`config.mk`:
```
export PLATFORM = sky130hd
export DESIGN_NAME = dol_top
export DESIGN_NICKNAME = d
export VERILOG_FILES = /design/src/design/dol_pkg.sv /design/src/design/dol_top.sv
export SDC_FILE = /design/constraint.sdc
export NUM_CORES = 1
export LEC_CHECK = 0
export BUFFER_PORTS_ARGS = -buffer_cell sky130_fd_sc_hd__buf_2
export CORE_MARGIN = 2
export CORE_UTILIZATION = 45
export CTS_BUF_LIST = sky130_fd_sc_hd__clkbuf_16
export CTS_CLUSTER_SIZE = 14
export DETAILED_ROUTE_END_ITERATION = 6
export GPL_TIMING_DRIVEN = 0
export PLACE_DENSITY = 0.7
export SYNTH_ARGS = -nofsm -noshare
export SYNTH_HDL_FRONTEND = slang
export SYNTH_SLANG_ARGS = --single-unit
```
`constraint.sdc`:
```
create_clock -name pclk -period 7.2 [get_ports pclk]
set_input_delay 0.72 -clock pclk [delete_from_list [all_inputs] [get_ports pclk]]
set_output_delay 0.72 -clock pclk [all_outputs]
set_load 0.03 [all_outputs]
```
`src/design/dol_pkg.sv`:
```
// Constants, state codes and pad carrier for the deserializer output and lock control
package dol_pkg;

  // ********************************************************************
  // Register map on APB (byte addresses)
  // ********************************************************************
  localparam logic [7:0]  CTRL_ADDR    = 8'h00;
  localparam logic [7:0]  STAT_ADDR    = 8'h04;
  localparam logic [7:0]  WORD_ADDR    = 8'h08;
  localparam logic [7:0]  ERR_ADDR     = 8'h0C;
  localparam int          CTRL_RUN_BIT = 0;
  localparam logic        CTRL_RUN_RST = 1'b1;
  localparam int          STAT_LOCK    = 0;
  localparam int          STAT_SLEEP   = 1;
  localparam int          STAT_REF     = 2;

  // ********************************************************************
  // Serial frame layout: start 1, ten data bits LSB first, stop 0
  // ********************************************************************
  localparam int          WORD_W       = 10;
  localparam logic [3:0]  START_POS    = 4'h0;
  localparam logic [3:0]  ENTRY_POS    = 4'h1;
  localparam logic [3:0]  DATA_FIRST   = 4'h1;
  localparam logic [3:0]  DATA_LAST    = 4'hA;
  localparam logic [3:0]  FRAME_LAST   = 4'hB;
  localparam logic [3:0]  HALF_BITS    = 4'h6;
  localparam logic [3:0]  LOCK_FRAMES  = 4'h4;
  localparam logic [7:0]  REF_TIMEOUT  = 8'h40;
  localparam logic [7:0]  ERR_MAX      = 8'hFF;

  // ********************************************************************
  // Types
  // ********************************************************************
  typedef enum logic [1:0] {
    ST_HUNT  = 2'b01,
    ST_FRAME = 2'b10
  } dol_state_t;

  typedef struct packed {
    logic [9:0] word;
    logic       word_oe;
    logic       clk;
    logic       clk_oe;
    logic       lock_n;
    logic       lock_oe;
  } dol_pads_t;

endpackage

```
`src/design/dol_top.sv`:
```
// Output, strobe and lock control of the serial-to-parallel receiver, APB control port
//
// Operation
// - Strobe edge select high times word to rising clock edge, low to falling.
// - Sleep stops recovery loop and floats word, clock and lock outputs.
// - Lock indicator low once loop locked to stream framing, high otherwise.
// - Output enable low floats word and clock while powered.
// - While lock indicator high, word and clock outputs stay floating.
// - Awake device always drives lock indicator, even with output enable low.
// - Awake, enabled and locked: clock toggles and word drives received data.
// - Recovered clock runs at word rate and strobes the output word.
//
// Our own choices: register access over APB and the register addresses.
module dol_top (
  // Clock and reset
  input  wire logic              pclk,
  input  wire logic              presetn,
  // APB slave
  input  wire logic              psel,
  input  wire logic              penable,
  input  wire logic              pwrite,
  input  wire logic [7:0]        paddr,
  input  wire logic [31:0]       pwdata,
  output logic      [31:0]       prdata,
  output logic                   pready,
  output logic                   pslverr,
  // Serial link and loop reference
  input  wire logic              serial_in_pos,
  input  wire logic              serial_in_neg,
  input  wire logic              loop_reference_clock,
  // Control pins
  input  wire logic              sleep_n,
  input  wire logic              out_enable,
  input  wire logic              strobe_edge_select,
  // Parallel word, recovered clock and lock indicator with enables
  output dol_pkg::dol_pads_t     pads
);

  // ********************************************************************
  // Reference clock watchdog
  // ********************************************************************
  logic       ref_q;
  logic       ref_prev;
  logic [7:0] ref_timer;
  logic [7:0] next_ref_timer;
  logic       ref_alive;

  // Loop may only claim lock while the reference is toggling
  assign ref_alive = (ref_timer != dol_pkg::REF_TIMEOUT);

  // Restart on each reference edge, saturate at the timeout
  always_comb
  begin
    if (ref_q != ref_prev)
      next_ref_timer = 8'h00;
    else if (ref_timer == dol_pkg::REF_TIMEOUT)
      next_ref_timer = ref_timer;
    else
      next_ref_timer = ref_timer + 8'h01;
  end

  always_ff @(posedge pclk or negedge presetn)
  begin
    if (!presetn)
    begin
      ref_q     <= 1'b0;
      ref_prev  <= 1'b0;
      ref_timer <= dol_pkg::REF_TIMEOUT;
    end
    else
    begin
      ref_q     <= loop_reference_clock;
      ref_prev  <= ref_q;
      ref_timer <= next_ref_timer;
    end
  end

  // ********************************************************************
  // Frame recovery and lock
  // ********************************************************************
  dol_pkg::dol_state_t state;
  dol_pkg::dol_state_t next_state;
  logic [3:0]          cnt;
  logic [3:0]          next_cnt;
  logic                prev_bit;
  logic [9:0]          shreg;
  logic [9:0]          next_shreg;
  logic [9:0]          rx_word;
  logic [9:0]          next_rx_word;
  logic                frame_bad;
  logic                next_frame_bad;
  logic [3:0]          good_cnt;
  logic [3:0]          next_good_cnt;
  logic                locked;
  logic                next_locked;
  logic [7:0]          err_cnt;
  logic [7:0]          next_err_cnt;
  logic                ctrl_run;
  logic                loop_go;
  logic                bit_val;
  logic                bit_bad;
  logic                bad_now;

  // Equal legs of the pair carry no bit; that spoils the frame
  assign bit_val = serial_in_pos & ~serial_in_neg;
  assign bit_bad = (serial_in_pos == serial_in_neg);
  assign loop_go = sleep_n & ctrl_run & ref_alive;
  assign bad_now = frame_bad | bit_bad | ((cnt == dol_pkg::START_POS) & ~bit_val);

  // Hunt for the 0-to-1 embedded clock edge, then check every frame
  always_comb
  begin
    next_state     = state;
    next_cnt       = cnt;
    next_shreg     = shreg;
    next_rx_word   = rx_word;
    next_frame_bad = frame_bad;
    next_good_cnt  = good_cnt;
    next_locked    = locked;
    next_err_cnt   = err_cnt;
    if (!loop_go)
    begin
      // Loop halted: no lock survives sleep or a lost reference
      next_state     = dol_pkg::ST_HUNT;
      next_cnt       = dol_pkg::START_POS;
      next_frame_bad = 1'b0;
      next_good_cnt  = 4'h0;
      next_locked    = 1'b0;
    end
    else
    begin
      unique case (state)
        dol_pkg::ST_HUNT:
        begin
          if (!prev_bit && bit_val && !bit_bad)
          begin
            next_state     = dol_pkg::ST_FRAME;
            next_cnt       = dol_pkg::ENTRY_POS;
            next_frame_bad = 1'b0;
          end
        end
        dol_pkg::ST_FRAME:
        begin
          next_cnt       = cnt + 4'h1;
          next_frame_bad = bad_now;
          if (cnt >= dol_pkg::DATA_FIRST && cnt <= dol_pkg::DATA_LAST)
            next_shreg = {bit_val, shreg[9:1]};
          if (cnt == dol_pkg::FRAME_LAST)
          begin
            next_cnt       = dol_pkg::START_POS;
            next_frame_bad = 1'b0;
            if (!bad_now && !bit_val)
            begin
              // Lock after enough clean frames in a row
              next_rx_word  = shreg;
              next_good_cnt = (good_cnt == dol_pkg::LOCK_FRAMES) ? good_cnt
                                                                 : good_cnt + 4'h1;
              next_locked   = (next_good_cnt == dol_pkg::LOCK_FRAMES);
            end
            else
            begin
              // One broken frame drops lock and restarts the hunt
              next_state    = dol_pkg::ST_HUNT;
              next_good_cnt = 4'h0;
              next_locked   = 1'b0;
              next_err_cnt  = (err_cnt == dol_pkg::ERR_MAX) ? err_cnt : err_cnt + 8'h01;
            end
          end
        end
        default:
        begin
          next_state = dol_pkg::ST_HUNT;
          next_cnt   = dol_pkg::START_POS;
        end
      endcase
    end
  end

  always_ff @(posedge pclk or negedge presetn)
  begin
    if (!presetn)
    begin
      state     <= dol_pkg::ST_HUNT;
      cnt       <= dol_pkg::START_POS;
      prev_bit  <= 1'b1;
      shreg     <= 10'h000;
      rx_word   <= 10'h000;
      frame_bad <= 1'b0;
      good_cnt  <= 4'h0;
      locked    <= 1'b0;
      err_cnt   <= 8'h00;
    end
    else
    begin
      state     <= next_state;
      cnt       <= next_cnt;
      prev_bit  <= bit_val;
      shreg     <= next_shreg;
      rx_word   <= next_rx_word;
      frame_bad <= next_frame_bad;
      good_cnt  <= next_good_cnt;
      locked    <= next_locked;
      err_cnt   <= next_err_cnt;
    end
  end

  // ********************************************************************
  // Output pads
  // ********************************************************************
  dol_pkg::dol_pads_t next_pads;
  logic               drive;
  logic               strobe;

  // Word moves on the clock edge opposite the selected one, so it is stable there
  assign drive  = sleep_n & out_enable & next_locked;
  assign strobe = (next_state == dol_pkg::ST_FRAME) &&
                  (strobe_edge_select ? (next_cnt == dol_pkg::HALF_BITS)
                                      : (next_cnt == dol_pkg::START_POS));

  always_comb
  begin
    next_pads         = pads;
    next_pads.lock_oe = sleep_n;
    next_pads.lock_n  = ~next_locked;
    next_pads.clk     = (next_state == dol_pkg::ST_FRAME) &&
                        (next_cnt < dol_pkg::HALF_BITS);
    next_pads.clk_oe  = drive;
    next_pads.word_oe = drive;
    if (strobe)
      next_pads.word = next_rx_word;
  end

  always_ff @(posedge pclk or negedge presetn)
  begin
    if (!presetn)
      pads <= '{word: 10'h000, word_oe: 1'b0, clk: 1'b0, clk_oe: 1'b0,
                lock_n: 1'b1, lock_oe: 1'b0};
    else
      pads <= next_pads;
  end

  // ********************************************************************
  // APB slave: one wait state, registered answer
  // ********************************************************************
  logic        next_pready;
  logic        next_pslverr;
  logic [31:0] next_prdata;
  logic        next_ctrl_run;
  logic        access;

  function automatic logic addr_known(input logic [7:0] a);
    addr_known = (a == dol_pkg::CTRL_ADDR) || (a == dol_pkg::STAT_ADDR) ||
                 (a == dol_pkg::WORD_ADDR) || (a == dol_pkg::ERR_ADDR);
  endfunction

  assign access = psel & penable & pready;

  // Read data is captured as pready rises, writes land on the completing edge
  always_comb
  begin
    next_pready   = psel & penable & ~pready;
    next_pslverr  = next_pready & ~addr_known(paddr);
    next_prdata   = 32'h0000_0000;
    next_ctrl_run = ctrl_run;
    if (next_pready && !pwrite)
    begin
      unique case (paddr)
        dol_pkg::CTRL_ADDR: next_prdata[dol_pkg::CTRL_RUN_BIT] = ctrl_run;
        dol_pkg::STAT_ADDR:
        begin
          next_prdata[dol_pkg::STAT_LOCK]  = locked;
          next_prdata[dol_pkg::STAT_SLEEP] = ~sleep_n;
          next_prdata[dol_pkg::STAT_REF]   = ref_alive;
        end
        dol_pkg::WORD_ADDR: next_prdata[9:0] = rx_word;
        dol_pkg::ERR_ADDR:  next_prdata[7:0] = err_cnt;
        default:            next_prdata = 32'h0000_0000;
      endcase
    end
    if (access && pwrite && paddr == dol_pkg::CTRL_ADDR)
      next_ctrl_run = pwdata[dol_pkg::CTRL_RUN_BIT];
  end

  always_ff @(posedge pclk or negedge presetn)
  begin
    if (!presetn)
    begin
      pready   <= 1'b0;
      pslverr  <= 1'b0;
      prdata   <= 32'h0000_0000;
      ctrl_run <= dol_pkg::CTRL_RUN_RST;
    end
    else
    begin
      pready   <= next_pready;
      pslverr  <= next_pslverr;
      prdata   <= next_prdata;
      ctrl_run <= next_ctrl_run;
    end
  end

  // ********************************************************************
  // Assertions
  // ********************************************************************
  strobe_edge_a: assert property (@(posedge pclk) disable iff (!presetn)
    $changed(pads.word) |-> $changed(pads.clk) && (pads.clk != $past(strobe_edge_select)))
    else $error("Word changed away from the opposite strobe edge");

  sleep_float_a: assert property (@(posedge pclk) disable iff (!presetn)
    $past(!sleep_n) |-> !pads.word_oe && !pads.clk_oe && !pads.lock_oe && !locked)
    else $error("Outputs driven or lock held during sleep");

  lock_level_a: assert property (@(posedge pclk) disable iff (!presetn)
    $past(sleep_n) && $past(presetn) |->
      pads.lock_oe && (pads.lock_n == !locked) && (!locked || $past(ref_alive)))
    else $error("Lock indicator does not follow lock state");

  oe_low_a: assert property (@(posedge pclk) disable iff (!presetn)
    $past(sleep_n && !out_enable) |-> !pads.word_oe && !pads.clk_oe && pads.lock_oe)
    else $error("Word or clock driven with output enable low");

  unlock_float_a: assert property (@(posedge pclk) disable iff (!presetn)
    pads.lock_n |-> !pads.word_oe && !pads.clk_oe)
    else $error("Word or clock driven while not locked");

  active_drive_a: assert property (@(posedge pclk) disable iff (!presetn)
    $past(sleep_n && out_enable) && locked |-> pads.word_oe && pads.clk_oe)
    else $error("Outputs floating while enabled and locked");

  clk_period_a: assert property (@(posedge pclk) disable iff (!presetn || !loop_go)
    $rose(pads.clk) && locked |-> pads.clk [*6] ##1 !pads.clk [*6] ##1 (pads.clk || !locked))
    else $error("Recovered clock not at word rate");

  first_lock_a: assert property (@(posedge pclk) disable iff (!presetn)
    $rose(locked) |-> $past(good_cnt) == (dol_pkg::LOCK_FRAMES - 4'h1) && $past(pads.lock_n))
    else $error("Lock claimed before enough clean frames");

endmodule

```
Yosys cells after proc, flatten, opt, wreduce, memory -nomap -nowiden
Cells that the tools add are included.
Storage, ports and cells
  flip-flop bits (word level): 100
  bits of input ports: 51
  output and inout bits: 49
  logic and storage cells: 126
Operators by class
  add/sub/neg operators: 4
  magnitude comparators: 3
  equal/unequal tests: 20
  multiplexer cells: 34
  bitwise gates (word level): 20
  reductions and logical operators: 24
Operators with widths (count)
  10-bit 2-to-1 mux: 5
  4-bit 2-to-1 mux: 8
  8-bit by 1-bit adder with 8-bit output, second input constant: 2
  8-bit by 4-bit == test with 1-bit output, second input constant: 2
  8-bit 2-to-1 mux: 2
  4-bit by 3-bit == test with 1-bit output, second input constant: 3
  1-bit AND: 10
  2-bit 2-to-1 mux: 5
  5-bit case mux with 2 select lines: 1
  1-bit logical AND: 9
  4-bit by 1-bit adder with 4-bit output, second input constant: 2
  8-bit by 3-bit == test with 1-bit output, second input constant: 1
  8-bit by 7-bit == test with 1-bit output, second input constant: 1
  8-bit == test, second input constant: 1
  4-bit zero test: 2
  8-bit zero test: 1
  1-bit 2-to-1 mux: 8
  8-bit by 7-bit != test with 1-bit output, second input constant: 1
  1-bit inverter: 8
  4-bit case mux with 2 select lines: 1
  2-bit case mux with 3 select lines: 1
  1-bit zero test: 5
  5-bit AND reduction: 1
  2-bit == test, second input constant: 2
  18 further kinds: 23

Longest topological paths before layout
Gate-level depths: netlist of the first run.
  depth after elaboration: 13
  depth in mapped cells: 10
  gate-level depth less buffers: 8

Least setup slack after synthesis of the first run
OpenSTA, ideal clock, no wires.
  path type: input to register
  start point: input port serial_in_pos
  end point: register pads[10] (netlist bit)
  setup time: 125 ps
  arrival: 2603 ps
  data required time: 7075 ps
  setup slack: 4472 ps
  stages on the path: 9
  path buffers: 1
  cell sequence: inv_1 > ha_1 > nor3_2 > o211ai_1 > a21oi_1 > nand2_8 > nor4b_2 > buf_6 > mux2_4
Between the ends
  word-level cells in the longest chain between the ends: 12
  elaborated cells on any way between the ends: 29
Ends and longest elaborated chain
  start, declared: RTL line dol_top.sv:28  | input wire logic serial_in_pos,
  1-bit AND: RTL line dol_top.sv:105  | assign bit_val = serial_in_pos & ~serial_in_neg;
  1-bit inverter: RTL line dol_top.sv:108  | assign bad_now = frame_bad | bit_bad | ((cnt == dol_pkg::START_POS) & ~bit_val);
  1-bit AND: RTL line dol_top.sv:108
  1-bit bitwise OR: RTL line dol_top.sv:108
  1-bit zero test: RTL line dol_top.sv:152  | if (!bad_now && !bit_val)
  1-bit logical AND: RTL line dol_top.sv:152
  2-bit 2-to-1 mux: RTL line dol_top.sv:152
  2-bit 2-to-1 mux: RTL line dol_top.sv:148  | if (cnt == dol_pkg::FRAME_LAST)
  2-bit case mux with 2 select lines *: RTL line dol_top.sv:132  | unique case (state)
  2-bit 2-to-1 mux *: RTL line dol_top.sv:121  | if (!loop_go)
  named net next_state[1]: RTL line dol_top.sv:82  | dol_pkg::dol_state_t next_state;
  2-bit == test *: RTL line dol_top.sv:216  | assign strobe = (next_state == dol_pkg::ST_FRAME) &&
  1-bit logical AND *: RTL line dol_top.sv:216
  end signal, assigned: RTL line dol_top.sv:236  | pads <= '{word: 10'h000, word_oe: 1'b0, clk: 1'b0, clk_oe: 1'b0,
  end signal, assigned: RTL line dol_top.sv:239  | pads <= next_pads;
  end, declared: RTL line dol_top.sv:36  | output dol_pkg::dol_pads_t pads
Mark *: on every way through the listed nets, which the timed path passes. The rest lies on a longest branch.
A chain may end at the register's enable or synchronous reset.

Final worst setup path of the first run
  start point: input port serial_in_neg
  end point: register pads[9] (netlist bit)
Between the ends
  word-level cells in the longest chain between the ends: 13
  elaborated cells on any way between the ends: 30
Ends and longest elaborated chain
  start, declared: RTL line dol_top.sv:29  | input wire logic serial_in_neg,
  1-bit inverter *: RTL line dol_top.sv:105
  1-bit AND *: RTL line dol_top.sv:105
  named net bit_val: RTL line dol_top.sv:100  | logic bit_val;
  1-bit inverter: RTL line dol_top.sv:108
  1-bit AND: RTL line dol_top.sv:108
  1-bit bitwise OR: RTL line dol_top.sv:108
  1-bit zero test: RTL line dol_top.sv:152
  1-bit logical AND: RTL line dol_top.sv:152
  2-bit 2-to-1 mux: RTL line dol_top.sv:152
  2-bit 2-to-1 mux: RTL line dol_top.sv:148
  2-bit case mux with 2 select lines: RTL line dol_top.sv:132
  2-bit 2-to-1 mux: RTL line dol_top.sv:121
  2-bit == test: RTL line dol_top.sv:216
  1-bit logical AND: RTL line dol_top.sv:216
Marked as above.

==> results of run 1 <==
## flip-flops by register name, summed over array words and instances, names as in the netlist
signal / flops
shreg: 10
pads: 14
state: 2
cnt: 4
ref_timer: 8
frame_bad: 1
ctrl_run: 1
locked: 1
rx_word: 10
pready: 1
prev_bit: 1
ref_prev: 1
prdata: 10
pslverr: 1
ref_q: 1
err_cnt: 8
good_cnt: 4
## worst max-delay path, delay by kind of cell
| kind | cells | cell delay [ns] |
|---|---|---|
| AND/OR/NAND/NOR | 4 | 0.86 |
| adder cells (fa/ha/maj) | 1 | 0.27 |
| AO/OA/AOI/OAI | 1 | 0.56 |
| buffers and inverters | 3 | 0.39 |
| multiplexers | 1 | 0.32 |
## through the flow
| stage | instances | power [W] |
|---|---|---|
| 2_1_floorplan | 347 | 0.000501 |
| 4_1_cts | 515 | 0.000930 |
| 3_5_place_dp | 499 | 0.000524 |
| 5_1_grt | 515 | 0.000957 |
| 3_3_place_gp | 498 | 0.000521 |
| 6_report | 515 | 0.000920 |
## cell families after synthesis
| family | after synthesis | synth area share (%) |
|---|---|---|
| flops | 78 | 51.3 |
| other cells | 1 | 0.0982 |
| fa+ha+maj | 13 | 4.26 |
| compound gates | 32 | 5.80 |
| simple gates | 103 | 15.0 |
| mux | 41 | 13.2 |
| xor+xnor | 15 | 3.44 |
| buf+inv | 43 | 6.95 |
## power by group through the flow
stage / Sequential [W] / Combinational [W] / Clock (W)
2_1_floorplan: 0.000457 / 0.0000443 / 0
3_3_place_gp: 0.000455 / 0.0000656 / 0
3_5_place_dp: 0.000455 / 0.0000687 / 0
4_1_cts: 0.000448 / 0.0000689 / 0.000414
5_1_grt: 0.000448 / 0.0000762 / 0.000433
6_report: 0.000448 / 0.0000684 / 0.000404
## cell usage after synthesis (all sizes together), types with 4 or more instances
library cell  number
dfrtp             73
nor2              35
mux2              34
buf               28
nand3             16
inv               14
nand2             14
ha                13
o21ai             12
xor2               8
a21oi              7
xnor2              7
mux2i              6
dfstp              5
nor3               5
and3               4
nand2b             4
## metal layers
layer | share of wire (%) | up-vias | wire, microns | GRT usage [%]
li1 | - | 1244 | - | -
met1 | 47 | 1265 | 3380 | 22.4
met2 | 46 | 69 | 3330 | 27.4
met3 | 5.2 | 6 | 377 | 4.46
met4 | 1.3 | 0 | 96 | 6.07
met5 | 0 | - | 0 | 0
## cell type report
type / count / area, sq um
Buffer: 29 / 213
Clock buffer: 9 / 225
Clock inverter: 7 / 42.5
Fill cell: 697 / 3660
Inverter: 14 / 52.6
Multi-Input combinational cell: 226 / 1670
Sequential cell: 78 / 1960
Tap cell: 105 / 131
Timing Repair Buffer: 47 / 260
## final timing paths
path,start,endpoint,slack (ns),cells after the start
max reg2reg,state[0],pads[9],4.30,10
min reg2reg,ref_q,ref_prev,0.40,0
min,presetn,ref_timer[7],0.27,1
max,serial_in_neg,pads[9],4.29,10
max in group asynchronous,presetn,err_cnt[0],6.36,2
min in group pclk,ref_q,ref_prev,0.40,0
==> reports/qor.csv, run 1 <==
stage;metric;value;unit
run_status;status;completed;
clock_network;clk_pin_slew;0.06;ns
worst_setup_path;critPathKind;input port to register;
synth;yosysWarnings;0;
synth;netlist_area;3820;sq um
clock_network;cts_buffer_depth;2;
sta;hold_violations;0;
die;num_io_pins;100;
final_layout;final_area;4560;sq um
die;start_util;46.5;%
synth;synth_flop_cell;dfrtp_1;
placed_design;hpwl;5130;microns
pwr;switching_share;24.2;%
route;wl;7180;microns
pwr;vdd_drop_max;121;uV
clock_network;insertion_delay;0.33;ns
global_routing;grt_pass1_wl;11800;microns
clock_network;cts_tree;done;
synth;yosysTopAreaCell;dfrtp_1;
final_layout;drive_gt1_share;33.9;%
route;drt_iter0_drc;100;
global_routing;overflow;0;
pwr;leakage;2.31;nW
route;wl_per_cell;13.9;microns
sta;setup_viol;0;
sta;timing.setup.tns;0;ns
final_layout;final_cell_mix;dfrtp_1, buf_2, nor2_1;
synth;yosys-top-cells-area;dfrtp_1, mux2_2, buf_4;
sta;fmax;0.343;GHz
synth;async_reset_ff_share;100;%
worst_setup_path;worstPathMaxFanout;10;
pwr;seq_power_share;48.6;%
worst_setup_path;slowest_delay;0.56;ns
sta;slew_viol_final;0;
clock_network;cts_buffers;9;
die;fp.dieArea;9240;sq um
final_layout;fin_nets;469;
route;dr.pass1.iters;4;
final_layout;fin_util;55.4;%
synth;postSynthCellCount;326;
clock_network;cts_hold_buf;0;
min_path;holdCritPathClass;input port to async pin;
die;rows;33;
synth;synth_seq_cells;78;
sta;period_minus_slack;2.91;ns
route;num_vias;2584;
clock_network;cts_resized;0;
final_layout;num_antenna_cells;0;
global_routing;antenna_found_initial;0;
sta;max_slew_margin;52.8;%
route;via_per_inst;5.02;
clock_network;htree_levels;3;
pwr;p_int;0.000697;W
global_routing;grt.total_usage;17.1;%
placed_design;placed_area;4290;sq um
worst_setup_path;cp.arrival;3.13;ns
pwr;pwr-share-clk;43.9;%
final_layout;final_common_cell;dfrtp_1;
sta;rsz0062_at_grt;no;
final_layout;syn_to_final_growth;19.3;%
clock_network;cts_post_setup_buffers_inserted;0;
die;die_h;96.1;microns
clock_network;cts.sinks;78;
sta;timing.hold.ws;0.268;ns
synth;synth.yosys.seq_area_share;51.3;%
global_routing;first_global_vias;2487;
route;drtAntennaViolNets;0;
worst_setup_path;crit_required;7.42;ns
job;drv_cap;0;
worst_setup_path;start_kind;input port;
worst_setup_path;cp-end-kind;register;
pwr;p_comb_share;7.4;%
sta;worst_pin_slew;0.701;ns
route;drc;0;
worst_setup_path;slowest_stage;o21ai_0;
die;fp.dieW;96.1;microns
die;core;8220;sq um
synth;synth_edf_count;0;
clock_network;cts_root_buf;clkbuf_16;
sta;setup_ws;4.29;ns
synth;netlist.area_leader.share;47.9;%
synth;avgSynthCellArea;11.7;sq um
worst_setup_path;worstPathCellList;buf_2 -> inv_1 -> ha_1 -> nand2b_1 -> and3_1 -> o21ai_0 -> nand2_8 -> nor4b_2 -> buf_6 -> mux2_4;
placed_design;dp_slack;3.93;ns
pwr;switchingPower;0.000223;W
placed_design;place_congestion;0.778;
global_routing;grt_max_degree;58;
pwr;powerDensity;202;nW/um^2
placed_design;portBuffers;46;
sta;period_share;40.5;%
sta;fin_skew;0.00441;ns
synth;synthDistinctLibCells;57;
No activity file was read; power rests on OpenSTA's default activity.
==> inputs of run 2 (changes only) <==
==> constraint.sdc (replaced) <==
create_clock -name pclk -period 2.9 [get_ports pclk]
set_input_delay 0.29 -clock pclk [delete_from_list [all_inputs] [get_ports pclk]]
set_output_delay 0.29 -clock pclk [all_outputs]
set_load 0.03 [all_outputs]
==> run 2 against run 1 <==
Compared with the run above: setup slack got worse by 4.2 ns; critical path type is now register to register; via count decreased by 0.27%; clock skew about the same.
==> reports/qor.csv, run 2 (same netlist as run 1, synthesis figures left out) <==
stage;metric;value;unit;change
final_layout;final_cell_mix;dfrtp_1, buf_2, nor2_1;;
die;start_util;46.5;%;unchanged
clock_network;insertion_delay;0.33;ns;about the same
final_layout;top_register;pads;;
route;topRoutingLayerUsed;met4;;
sta;fin_skew;0.00444;ns;+0.0000380 ns
worst_setup_path;slowest_stage;dfstp_2;;
sta;slew_viol_final;0;;unchanged
die;fp.dieW;96.1;microns;unchanged
job;drv_cap;0;;unchanged
route;drt_iter0_drc;110;;+10%
clock_network;htree_levels;3;;unchanged
global_routing;grt_max_degree;58;;unchanged
sta;setup_ws;0.108;ns;-4.18 ns
clock_network;cts_post_setup_buffers_inserted;0;;unchanged
placed_design;place_congestion;0.778;;unchanged
global_routing;grt_pass1_wl;11800;microns;+0.23%
route;wl_per_cell;13.9;microns;-0.24%
clock_network;cts_buffers;9;;unchanged
clock_network;cts_tree;done;;
clock_network;cts_buffer_depth;2;;unchanged
pwr;powerDensity;500;nW/um^2;+150%
sta;period_share;96.3;%;
pwr;leakage;2.32;nW;+0.24%
worst_setup_path;path_depth;9;;-1
final_layout;num_antenna_cells;0;;unchanged
die;core;8220;sq um;unchanged
worst_setup_path;crit_required;3.12;ns;-4.30 ns
worst_setup_path;worstPathCellList;inv_1 -> ha_1 -> and3b_1 -> o21ai_4 -> a21oi_1 -> nand2_8 -> nor4b_2 -> buf_6 -> mux2_4;;
pwr;vdd_drop_max;301;uV;+150%
worst_setup_path;r2r-start;state[0];;
worst_setup_path;startpoint;state[0];;
clock_network;cts_root_buf;clkbuf_16;;
sta;rsz0062_at_grt;no;;
route;wl;7180;microns;about the same
worst_setup_path;cp.arrival;3.01;ns;-0.12 ns
die;fp.dieArea;9240;sq um;unchanged
sta;timing.setup.tns;0;ns;unchanged
placed_design;portBuffers;46;;unchanged
global_routing;antenna_found_initial;0;;unchanged
sta;fmax;0.358;GHz;
route;drtAntennaViolNets;0;;unchanged
final_layout;largest_reg_flops;14;;unchanged
die;num_io_pins;100;;unchanged
route;met1_length;3410;microns;+0.86%
route;dr.pass1.iters;4;;unchanged
worst_setup_path;cp-end-kind;register;;
min_path;holdCritPathClass;input port to register;;
sta;max_slew_margin;53.0;%;+0.17 points
global_routing;overflow;0;;unchanged
final_layout;syn_to_final_growth;19.8;%;
min_path;min_path_cells;1;;
clock_network;cts.sinks;78;;unchanged
worst_setup_path;worstPathMaxFanout;10;;unchanged
worst_setup_path;slowest_delay;0.54;ns;-0.02 ns
final_layout;fin_nets;470;;+0.21%
min_path;hp-start;loop_reference_clock;;
worst_setup_path;critPathKind;register to register;;
die;die_h;96.1;microns;unchanged
worst_setup_path;start_kind;register;;
route;num_vias;2577;;-0.27%
route;wl_met3;371;microns;-1.6%
route;via_per_inst;4.99;;-0.46%
worst_setup_path;crit_family;simple AND/OR/NAND/NOR gates;;
placed_design;hpwl;5130;microns;unchanged
placed_design;dpl.cell_count;499;;unchanged
route;met2_length;3310;microns;-0.69%
worst_setup_path;path_buf_inv;2;;-1
route;drc;0;;unchanged
global_routing;first_global_vias;2492;;+0.20%
clock_network;clk_pin_slew;0.06;ns;about the same
run_status;status;completed;;
final_layout;final_cells;516;;+0.19%
sta;timing.hold.ws;0.0592;ns;-0.209 ns
final_layout;drive_gt1_share;34.1;%;+0.16 points
worst_setup_path;reg2regPathDepth;9;;-1
placed_design;dp_slack;0.0179;ns;-3.91 ns
die;rows;33;;unchanged
global_routing;grt.total_usage;17.1;%;+0.034 points
sta;worst_pin_slew;0.698;ns;-0.00257 ns
sta;hold_violations;0;;unchanged
sta;setup_viol;0;;unchanged
sta;period_minus_slack;2.79;ns;
final_layout;final_common_cell;dfrtp_1;;
## run 2: cell types whose count changed in the layout (fill, tap and decap cells not counted), sizes merged
cell,delta
dlygate4sd3,+1
## run 2: final timing paths
kind | to | slack [ns]
max in group asynchronous | err_cnt[0] | 1.96
max | pads[9] | 0.11
max reg2reg | pads[9] | 0.11
min | ref_q | 0.06
min reg2reg | ref_prev | 0.40
min in group asynchronous | ref_timer[7] | 0.38
## run 2: report_power, final
part | leakage (nW) | internal (W) | total, W | switching [W]
Combinational | 1.13 | 0.0000608 | 0.000171 | 0.000110
Sequential | 1.06 | 0.00110 | 0.00111 | 0.0000111
Clock | 0.124 | 0.000571 | 0.00100 | 0.000434
Total | 2.32 | 0.00173 | 0.00229 | 0.000555
## run 2: cell type report
cell class,count,area [sq um]
fillers,699,3640
flip-flops and latches,78,1960
multi-input cells,226,1680
repair buffers,48,270
clock buffers,9,225
plain buffers,29,213
well taps,105,131
inverters,14,52.6
clock inverters,7,42.5
## run 2: metrics by stage
| step | cell area [sq um] | util (%) | power, W |
|---|---|---|---|
| final | 4570 | 55.6 | 0.00229 |
| after global routing | 4570 | 55.6 | 0.00238 |
| after CTS | 4570 | 55.6 | 0.00231 |
| after detailed placement | 4290 | 52.2 | 0.00130 |
| after global placement | 4260 | 51.8 | 0.00129 |
| after floorplan | 3900 | - | 0.00124 |
## run 2: layer usage
metal  global-route usage [%]  vias to the layer above
li1                         -                     1247
met1                     22.4                     1259
met2                     27.5                       65
met3                     4.46                        6
met4                     6.07                        0
met5                        0                        -
## run 2: what timing repair did
action	in CTS	in global routing
gates resized for setup	1	0
setup endpoints to repair	4	9
pin swaps	0	1
endpoints found under the hold margin	16	0
hold buffers	1	0
